--- src/bst_consts.svh ---
`ifndef BST_CONSTS_SVH
`define BST_CONSTS_SVH

// ============================================================
// instruction layout and codes
`define BST_INS_W          4
`define BST_INS_EXTEST     4'h0
`define BST_INS_IDCODE     4'h1
`define BST_INS_FLOAT      4'h4
`define BST_INS_SAMPLE     4'h5
`define BST_INS_BYPASS     4'hF
`define BST_INS_CAPTURE    4'h1

// ============================================================
// identification word layout
`define BST_ID_W           32
`define BST_ID_LSB         1'h1
`define BST_BYP_CAPTURE    1'h0

// ============================================================
// tms-high count that always ends in test-logic-reset
`define BST_TMS_RESET_CNT  3'h5
`define BST_CNT_MAX        3'h7

`endif

--- src/bst_pkg.sv ---
package bst_pkg;

    // controller states, standard sixteen-state graph
    typedef enum logic [3:0] {
        st_tlr, st_rti, st_sel_dr, st_cap_dr, st_sh_dr, st_ex1_dr, st_pa_dr, st_ex2_dr, st_upd_dr,
        st_sel_ins, st_cap_ins, st_sh_ins, st_ex1_ins, st_pa_ins, st_ex2_ins, st_upd_ins
    } bst_state_t;

    // test access port pins coming from the tester
    typedef struct packed {
        logic tck;
        logic tms;
        logic tdi;
        logic trst_n;
    } bst_pins_t;

    // decoded active instruction
    typedef struct packed {
        logic sel_chain;
        logic sel_id;
        logic extest;
        logic float_out;
    } bst_dec_t;

endpackage : bst_pkg

--- src/bst_sync.sv ---
`timescale 1ns/1ps

// three-stage synchroniser; the output level moves only once stages two and three agree
module bst_sync #(
    parameter int W = 4
) (
    input  wire logic         ref_clk,
    input  wire logic         rst_n,
    input  wire logic [W-1:0] d,
    output logic      [W-1:0] lvl
);

    logic [W-1:0] s1_ff;
    logic [W-1:0] s2_ff;
    logic [W-1:0] s3_ff;
    logic [W-1:0] lvl_ff;
    logic [W-1:0] nxt_lvl;

    // ============================================================
    // accept a bit only when the last two stages agree
    always_comb begin
        for (int i = 0; i < W; i++) begin
            nxt_lvl[i] = (s2_ff[i] == s3_ff[i]) ? s3_ff[i] : lvl_ff[i];
        end
    end

    // reset to zero keeps the tap held in reset until trst is seen high
    always_ff @(posedge ref_clk or negedge rst_n) begin
        if (!rst_n) begin
            s1_ff  <= '0;
            s2_ff  <= '0;
            s3_ff  <= '0;
            lvl_ff <= '0;
        end else begin
            s1_ff  <= d;
            s2_ff  <= s1_ff;
            s3_ff  <= s2_ff;
            lvl_ff <= nxt_lvl;
        end
    end

    assign lvl = lvl_ff;

endmodule : bst_sync

--- src/bst_tap.sv ---
`timescale 1ns/1ps
`include "bst_consts.svh"

// Function
// - sixteen-state controller, moves on tck rise
// - five tms-high rises reach test-logic-reset
// - trst low forces test-logic-reset once synchronised, no tck needed
// - reset state selects identification, normal pins
// - capture-dr loads selected data register
// - shift-dr shifts tdi toward tdo, driver on
// - update-dr loads output stage on fall
// - capture of instruction loads pattern 0001
// - instruction shift moves tdi toward tdo
// - instruction update latches hold stage on fall
// - pause holds data, exits only branch
// - run-test/idle holds all test registers
// - test logic independent, no self-test
// - instruction decoder plus chain, bypass, id
// - four-bit codes: extest, id, float, sample, bypass
// - bypass captures zero first out
// - 32-bit id word, bit zero one
module bst_tap #(
    parameter int          IN_W    = 4,
    parameter int          OUT_W   = 4,
    parameter logic [3:0]  ID_VER  = 4'h1,     // arbitrary value
    parameter logic [15:0] ID_PART = 16'hA5C3, // arbitrary value
    parameter logic [10:0] ID_MAKE = 11'h2AB   // arbitrary value
) (
    input  wire logic              ref_clk,
    input  wire logic              rst_n,
    input  wire bst_pkg::bst_pins_t jtag_in,
    input  wire logic [IN_W-1:0]   pin_in,
    input  wire logic [OUT_W-1:0]  core_out,
    input  wire logic [OUT_W-1:0]  core_oe,
    output logic                   tdo,
    output logic                   tdo_oe,
    output logic      [OUT_W-1:0]  pin_out,
    output logic      [OUT_W-1:0]  pin_oe
);

    localparam int CH_W = IN_W + OUT_W;
    localparam logic [`BST_ID_W-1:0] ID_WORD = {ID_VER, ID_PART, ID_MAKE, `BST_ID_LSB};

    // ============================================================
    // functions
    function automatic bst_pkg::bst_state_t step(input bst_pkg::bst_state_t s, input logic tms);
        case (s)
            bst_pkg::st_tlr:     step = tms ? bst_pkg::st_tlr     : bst_pkg::st_rti;
            bst_pkg::st_rti:     step = tms ? bst_pkg::st_sel_dr  : bst_pkg::st_rti;
            bst_pkg::st_sel_dr:  step = tms ? bst_pkg::st_sel_ins : bst_pkg::st_cap_dr;
            bst_pkg::st_cap_dr:  step = tms ? bst_pkg::st_ex1_dr  : bst_pkg::st_sh_dr;
            bst_pkg::st_sh_dr:   step = tms ? bst_pkg::st_ex1_dr  : bst_pkg::st_sh_dr;
            bst_pkg::st_ex1_dr:  step = tms ? bst_pkg::st_upd_dr  : bst_pkg::st_pa_dr;
            bst_pkg::st_pa_dr:   step = tms ? bst_pkg::st_ex2_dr  : bst_pkg::st_pa_dr;
            bst_pkg::st_ex2_dr:  step = tms ? bst_pkg::st_upd_dr  : bst_pkg::st_sh_dr;
            bst_pkg::st_upd_dr:  step = tms ? bst_pkg::st_sel_dr  : bst_pkg::st_rti;
            bst_pkg::st_sel_ins: step = tms ? bst_pkg::st_tlr     : bst_pkg::st_cap_ins;
            bst_pkg::st_cap_ins: step = tms ? bst_pkg::st_ex1_ins : bst_pkg::st_sh_ins;
            bst_pkg::st_sh_ins:  step = tms ? bst_pkg::st_ex1_ins : bst_pkg::st_sh_ins;
            bst_pkg::st_ex1_ins: step = tms ? bst_pkg::st_upd_ins : bst_pkg::st_pa_ins;
            bst_pkg::st_pa_ins:  step = tms ? bst_pkg::st_ex2_ins : bst_pkg::st_pa_ins;
            bst_pkg::st_ex2_ins: step = tms ? bst_pkg::st_upd_ins : bst_pkg::st_sh_ins;
            bst_pkg::st_upd_ins: step = tms ? bst_pkg::st_sel_dr  : bst_pkg::st_rti;
            default:             step = bst_pkg::st_tlr;
        endcase
    endfunction : step

    // no self-test code exists; anything unlisted goes to bypass with pins floating
    function automatic bst_pkg::bst_dec_t decode(input logic [`BST_INS_W-1:0] c);
        decode = '0;
        case (c)
            `BST_INS_EXTEST: begin
                decode.sel_chain = 1'b1;
                decode.extest    = 1'b1;
            end
            `BST_INS_IDCODE: decode.sel_id    = 1'b1;
            `BST_INS_SAMPLE: decode.sel_chain = 1'b1;
            `BST_INS_BYPASS: decode.float_out = 1'b0;
            `BST_INS_FLOAT:  decode.float_out = 1'b1;
            default:         decode.float_out = 1'b1;
        endcase
    endfunction : decode

    // ============================================================
    // pin sampling and tck edge detection
    bst_pkg::bst_pins_t jt_lvl;
    logic               tck_prev_ff;
    logic               tck_rise;
    logic               tck_fall;

    bst_sync #(
        .W ($bits(bst_pkg::bst_pins_t))
    ) u_sync (
        .ref_clk (ref_clk),
        .rst_n   (rst_n),
        .d       (jtag_in),
        .lvl     (jt_lvl)
    );

    assign tck_rise = jt_lvl.tck & ~tck_prev_ff;
    assign tck_fall = ~jt_lvl.tck & tck_prev_ff;

    // ============================================================
    // controller and test registers
    bst_pkg::bst_state_t   state_ff,     nxt_state;
    logic [`BST_INS_W-1:0] ins_sh_ff,    nxt_ins_sh;
    logic [`BST_INS_W-1:0] ins_hold_ff,  nxt_ins_hold;
    logic                  byp_ff,       nxt_byp;
    logic [`BST_ID_W-1:0]  id_sh_ff,     nxt_id_sh;
    logic [CH_W-1:0]       chain_sh_ff,  nxt_chain_sh;
    logic [CH_W-1:0]       chain_upd_ff, nxt_chain_upd;
    logic                  tdo_ff,       nxt_tdo;
    logic                  tdo_oe_ff,    nxt_tdo_oe;
    logic [OUT_W-1:0]      pin_out_ff,   nxt_pin_out;
    logic [OUT_W-1:0]      pin_oe_ff,    nxt_pin_oe;
    bst_pkg::bst_dec_t     dec;

    assign dec = decode(ins_hold_ff);

    // register actions happen on a detected tck edge, except trst low and the identification reload in test-logic-reset; idle, pause and exit states fall to hold
    always_comb begin
        nxt_state     = state_ff;
        nxt_ins_sh    = ins_sh_ff;
        nxt_ins_hold  = ins_hold_ff;
        nxt_byp       = byp_ff;
        nxt_id_sh     = id_sh_ff;
        nxt_chain_sh  = chain_sh_ff;
        nxt_chain_upd = chain_upd_ff;
        nxt_tdo       = tdo_ff;
        nxt_tdo_oe    = tdo_oe_ff;
        if (!jt_lvl.trst_n) begin
            nxt_state    = bst_pkg::st_tlr;
            nxt_ins_hold = `BST_INS_IDCODE;
            nxt_tdo_oe   = 1'b0;
        end else begin
            if (tck_rise) begin
                nxt_state = step(state_ff, jt_lvl.tms);
                case (state_ff)
                    bst_pkg::st_cap_dr: begin
                        if (dec.sel_chain) begin
                            nxt_chain_sh = {core_out, pin_in};
                        end else if (dec.sel_id) begin
                            nxt_id_sh = ID_WORD;
                        end else begin
                            nxt_byp = `BST_BYP_CAPTURE;
                        end
                    end
                    bst_pkg::st_sh_dr: begin
                        if (dec.sel_chain) begin
                            nxt_chain_sh = {jt_lvl.tdi, chain_sh_ff[CH_W-1:1]};
                        end else if (dec.sel_id) begin
                            nxt_id_sh = {jt_lvl.tdi, id_sh_ff[`BST_ID_W-1:1]};
                        end else begin
                            nxt_byp = jt_lvl.tdi;
                        end
                    end
                    bst_pkg::st_cap_ins: nxt_ins_sh = `BST_INS_CAPTURE;
                    bst_pkg::st_sh_ins: nxt_ins_sh = {jt_lvl.tdi, ins_sh_ff[`BST_INS_W-1:1]};
                    default: ;
                endcase
            end
            if (tck_fall) begin
                case (state_ff)
                    bst_pkg::st_upd_dr: begin
                        if (dec.sel_chain) begin
                            nxt_chain_upd = chain_sh_ff;
                        end
                    end
                    bst_pkg::st_upd_ins: nxt_ins_hold = ins_sh_ff;
                    default: ;
                endcase
                // tdo moves only on the fall so the tester samples a settled bit on the rise
                nxt_tdo_oe = (state_ff == bst_pkg::st_sh_dr) || (state_ff == bst_pkg::st_sh_ins);
                if (state_ff == bst_pkg::st_sh_ins) begin
                    nxt_tdo = ins_sh_ff[0];
                end else if (dec.sel_chain) begin
                    nxt_tdo = chain_sh_ff[0];
                end else if (dec.sel_id) begin
                    nxt_tdo = id_sh_ff[0];
                end else begin
                    nxt_tdo = byp_ff;
                end
            end
            if (state_ff == bst_pkg::st_tlr) begin
                nxt_ins_hold = `BST_INS_IDCODE;
            end
        end
    end

    // ============================================================
    // pin output cells; only this mux is shared with the application path
    always_comb begin
        nxt_pin_out = core_out;
        nxt_pin_oe  = core_oe;
        if (dec.float_out) begin
            nxt_pin_oe = '0;
        end else if (dec.extest) begin
            nxt_pin_out = chain_upd_ff[CH_W-1:IN_W];
            nxt_pin_oe  = '1;
        end
    end

    always_ff @(posedge ref_clk or negedge rst_n) begin
        if (!rst_n) begin
            state_ff     <= bst_pkg::st_tlr;
            ins_sh_ff    <= `BST_INS_IDCODE;
            ins_hold_ff  <= `BST_INS_IDCODE;
            byp_ff       <= 1'b0;
            id_sh_ff     <= '0;
            chain_sh_ff  <= '0;
            chain_upd_ff <= '0;
            tdo_ff       <= 1'b0;
            tdo_oe_ff    <= 1'b0;
            pin_out_ff   <= '0;
            pin_oe_ff    <= '0;
            tck_prev_ff  <= 1'b0;
        end else begin
            state_ff     <= nxt_state;
            ins_sh_ff    <= nxt_ins_sh;
            ins_hold_ff  <= nxt_ins_hold;
            byp_ff       <= nxt_byp;
            id_sh_ff     <= nxt_id_sh;
            chain_sh_ff  <= nxt_chain_sh;
            chain_upd_ff <= nxt_chain_upd;
            tdo_ff       <= nxt_tdo;
            tdo_oe_ff    <= nxt_tdo_oe;
            pin_out_ff   <= nxt_pin_out;
            pin_oe_ff    <= nxt_pin_oe;
            tck_prev_ff  <= jt_lvl.tck;
        end
    end

    assign tdo     = tdo_ff;
    assign tdo_oe  = tdo_oe_ff;
    assign pin_out = pin_out_ff;
    assign pin_oe  = pin_oe_ff;

    // ============================================================
    // checks
    logic [2:0] tms_cnt_ff;
    logic [2:0] nxt_tms_cnt;

    // counts consecutive tck rises with tms high
    always_comb begin
        nxt_tms_cnt = tms_cnt_ff;
        if (!jt_lvl.trst_n) begin
            nxt_tms_cnt = '0;
        end else if (tck_rise) begin
            nxt_tms_cnt = !jt_lvl.tms ? 3'h0 : (tms_cnt_ff == `BST_CNT_MAX) ? tms_cnt_ff : tms_cnt_ff + 3'h1;
        end
    end

    always_ff @(posedge ref_clk or negedge rst_n) begin
        if (!rst_n) begin
            tms_cnt_ff <= '0;
        end else begin
            tms_cnt_ff <= nxt_tms_cnt;
        end
    end
endmodule : bst_tap

--- config.mk ---
export PLATFORM = sky130hd
export DESIGN_NAME = bst_tap
export DESIGN_NICKNAME = d
export VERILOG_FILES = /design/src/bst_pkg.sv /design/src/bst_sync.sv /design/src/bst_tap.sv
export VERILOG_INCLUDE_DIRS = /design/src
export SDC_FILE = /design/constraint.sdc
export NUM_CORES = 1
export LEC_CHECK = 0
export ABC_AREA = 1
export BUFFER_PORTS_ARGS = -buffer_cell sky130_fd_sc_hd__buf_2
export CAP_MARGIN = 30
export CORE_MARGIN = 2
export CORE_UTILIZATION = 59
export DETAILED_ROUTE_END_ITERATION = 12
export GPL_TIMING_DRIVEN = 0
export PLACE_DENSITY = 0.78
export SYNTH_ARGS = -nofsm -noshare
export SYNTH_HDL_FRONTEND = slang
export SYNTH_HIERARCHICAL = 1
export SYNTH_SLANG_ARGS = --single-unit
--- constraint.sdc ---
create_clock -name ref_clk -period 2 [get_ports ref_clk]
set_clock_uncertainty 0.1 [all_clocks]
set_input_delay 0.1 -clock ref_clk [delete_from_list [all_inputs] [get_ports ref_clk]]
set_output_delay 0.1 -clock ref_clk [all_outputs]
set_load 0.01 [all_outputs]
==> impl_metrics.json <==
{
  "synth_area_leaders": "dfrtp_1, nand2_1, inv_1",
  "cts-root-buf": "clkbuf_8",
  "crit_required_ns": 2.15,
  "cp_common_cell": "nand2_2",
  "min_period_ns": 1.76,
  "antenna_found_initial": 0,
  "drt-wirelength-per-cell_um": 12.6,
  "rr_startpoint": "state_ff[3]",
  "relSlewSlack_pct": 69.0,
  "syn_inst": 448,
  "dp.final_hpwl_mm": 4.90,
  "syn_nets": 466,
  "hold_viol": 0,
  "critical_path_class": "flip-flop to flip-flop",
  "fin_nets": 522,
  "path_max_fanout": 10,
  "drive_gt1_share_pct": 13.6,
  "reg2reg_slack_ns": 0.24,
  "synth_largest_area_cell": "dfrtp_1",
  "viasPerCell": 5.01,
  "first_pass_iters": 4,
  "io_buffers": 27,
  "place.gp.congestion": 0.915,
  "synth.distinct_cells": 23,
  "die_w_um": 83.6,
  "tns_ns": 0,
  "grt_start_max_net_pins": 55,
  "cts-buffers-inserted": 9,
  "leakage_nw": 2.42,
  "crit_end": "id_sh_ff[10]",
  "fin_crit_sh_pct": 88.0,
  "pwr_density_cell_nw_per_um2": 688,
  "ctsResizeCount": 0,
  "fin_ws_ns": 0.239,
  "clk_latency_ns": 0.36,
  "irDropWorstVdd_uv": 548,
  "htreeDepth": 3,
  "clkSlewWorstSetupHoldPaths_ns": 0.08,
  "hp-class": "input port to async pin",
  "end_kind": "flip-flop",
  "dieArea_um2": 6980,
  "cap_violations": 0,
  "synth-seq-cells": 84,
  "rows": 28,
  "ys_seq_area_share_pct": 56.3,
  "clock_tree.buffer_depth": 2,
  "core_um2": 6030,
  "grt_overflow_total": 0,
  "syn_to_final_growth_pct": 16.0,
  "critPathLaunch": "state_ff[3]",
  "path_cells": "nor2_1, nand2_2, nand2_2, nand2_4, nor2_8, buf_6, nand3_1, nand2_1, inv_1",
  "yosys_warnings": 6,
  "regToRegEndpoint": "id_sh_ff[10]",
  "finalSetupViolCount": 0,
  "rsz0062_at_grt": "no",
  "vias": 2918,
  "p_total_w": 0.00298,
  "reg2regPathDepth": 9,
  "syn_area_um2": 3730,
  "cts_sinks": 84,
  "antenna_left": 0,
  "worst-path-stages": 9,
  "worstPathArrival_ns": 1.91,
  "cp_slowest_cell": "dfrtp_1",
  "track_usage_pct": 22.1,
  "dp_slack_ns": 0.288,
  "drv_slew": 0,
  "status": "complete, no violations",
  "max_stage_delay_ns": 0.45,
  "die_y_um": 83.6,
  "tightestPinTransition_ns": 0.463,
  "cp_top_family": "simple AND/OR/NAND/NOR gates",
  "fmax_mhz": 568,
  "start_kind": "flip-flop",
  "grt_pass1_vias": 2849,
  "initial_core_util_pct": 62.0,
  "n_antenna_cell": 0,
  "cts_tree": "built",
  "drt_iter0_markers": 168,
  "drc": 0,
  "syn_avg_cell_area_um2": 8.34,
  "yosysTopAreaCellShare_pct": 54.9,
  "wirelength_mm": 7.33,
  "grt_pass1_wl_mm": 12.4,
  "crit_buf_inv": 2,
  "io_pins": 28
}
[registers in the layout (all words and copies together) (netlist names)]
signal	count
ins_sh_ff	4
chain_upd_ff	4
tdo_oe	1
pin_out	4
tck_prev_ff	1
tdo	1
u_sync/s3_ff	4
chain_sh_ff	8
pin_oe	4
u_sync/s1_ff	4
u_sync/lvl	4
id_sh_ff	32
state_ff	4
byp_ff	1
u_sync/s2_ff	4
ins_hold_ff	4
[cells in the final DEF (no fill, tap or decap), types with 4 or more instances in the layout]
cell	netlist	final
nand2_2	4	4
nand2_1	126	126
a21oi_1	14	14
nand4_1	4	4
dfrtp_1	82	82
nand3_1	44	44
o21ai_1	7	7
buf_2	3	29
buf_6	5	5
inv_1	75	75
o21ai_0	41	41
nor2_1	25	25
clkbuf_8	0	10
buf_4	3	4
dlygate4sd3_1	0	17
[layout make-up]
class,count,area (um2)
sequential,84,2100
tap,75,93.8
clock inverter,4,26.3
multi-input combinational,273,1230
buffer,12,97.6
clock buffer,11,141
fill,475,1690
inverter,79,299
timing repair buffer,45,335
[synth_stat cells]
library cell  count
nand2_2           4
dfrtp_1          82
nor2_8            1
clkbuf_1          1
dfstp_2           2
buf_4             3
nor2_2            1
o21ai_1           7
inv_4             1
inv_2             3
buf_2             3
nand3_1          44
o21ai_0          41
nand4_1           4
nor2_1           25
nand2_1         126
nand2_4           2
a21oi_1          14
o211ai_1          1
buf_6             5
o21bai_1          1
nor2_4            2
inv_1            75
[power breakdown]
| group | switching (W) | leakage (nW) | total (W) | internal (W) |
|---|---|---|---|---|
| clock network | 0.000577 | 0.0852 | 0.00105 | 0.000476 |
| logic | 0.000104 | 1.27 | 0.000175 | 0.0000714 |
| registers | 0.0000212 | 1.07 | 0.00175 | 0.00173 |
[worst register-to-register path, stage by stage (launching register included)]
cell and delay, ns:
dfrtp_1 0.45, nor2_1 0.31, nand2_2 0.11, nand2_2 0.09
nand2_4 0.07, nor2_8 0.15, buf_6 0.17, nand3_1 0.08
nand2_1 0.08, inv_1 0.04
[stage by stage]
| stage | hold slack [ns] | utilization, % | cells | instance area, um2 |
|---|---|---|---|---|
| 2_1_floorplan | -0.296 | - | 448 | 3730 |
| 3_3_place_gp | 0.107 | 65.8 | 550 | 3960 |
| 3_5_place_dp | -0.0384 | 66.3 | 551 | 3990 |
| 4_1_cts | 0.126 | 71.9 | 583 | 4330 |
| 5_1_grt | 0.150 | 71.9 | 583 | 4330 |
| 6_report | 0.123 | 71.9 | 583 | 4330 |
[repair_timing]
| action | in CTS | in global routing |
|---|---|---|
| buffers inserted | 0 | 0 |
| hold endpoints to repair | 101 | 0 |
| hold buffers | 17 | 0 |
[layer usage]
| metal | global-route usage, % | vias to the layer above | wire length (um) |
|---|---|---|---|
| li1 | - | 1495 | - |
| met1 | 28.7 | 1378 | 3510 |
| met2 | 36.9 | 41 | 3540 |
| met3 | 5.24 | 4 | 235 |
| met4 | 7.33 | 0 | 39 |
| met5 | 0 | - | 0 |
[how the worst min path moves through the flow]
stage                     slack [ns]              end  cells after the start
after floorplan                -0.30           byp_ff                      0
after global placement          0.11  u_sync/s1_ff[0]                      1
after detailed placement       -0.04      state_ff[1]                      1
after CTS                       0.13     ins_sh_ff[1]                      2
after global routing            0.15  u_sync/s2_ff[2]                      2
final                           0.12      state_ff[1]                      2
[cell families (layout without fill, tap and decap cells)]
kind of cell,after synthesis,after routing,share of synthesized area [%]
AO/OA/AOI/OAI,64,64,8.71
buffers and inverters,91,151,10.6
flip-flops,84,84,56.3
AND/OR/NAND/NOR,209,209,24.3
No activity file was read; power rests on OpenSTA's default activity.
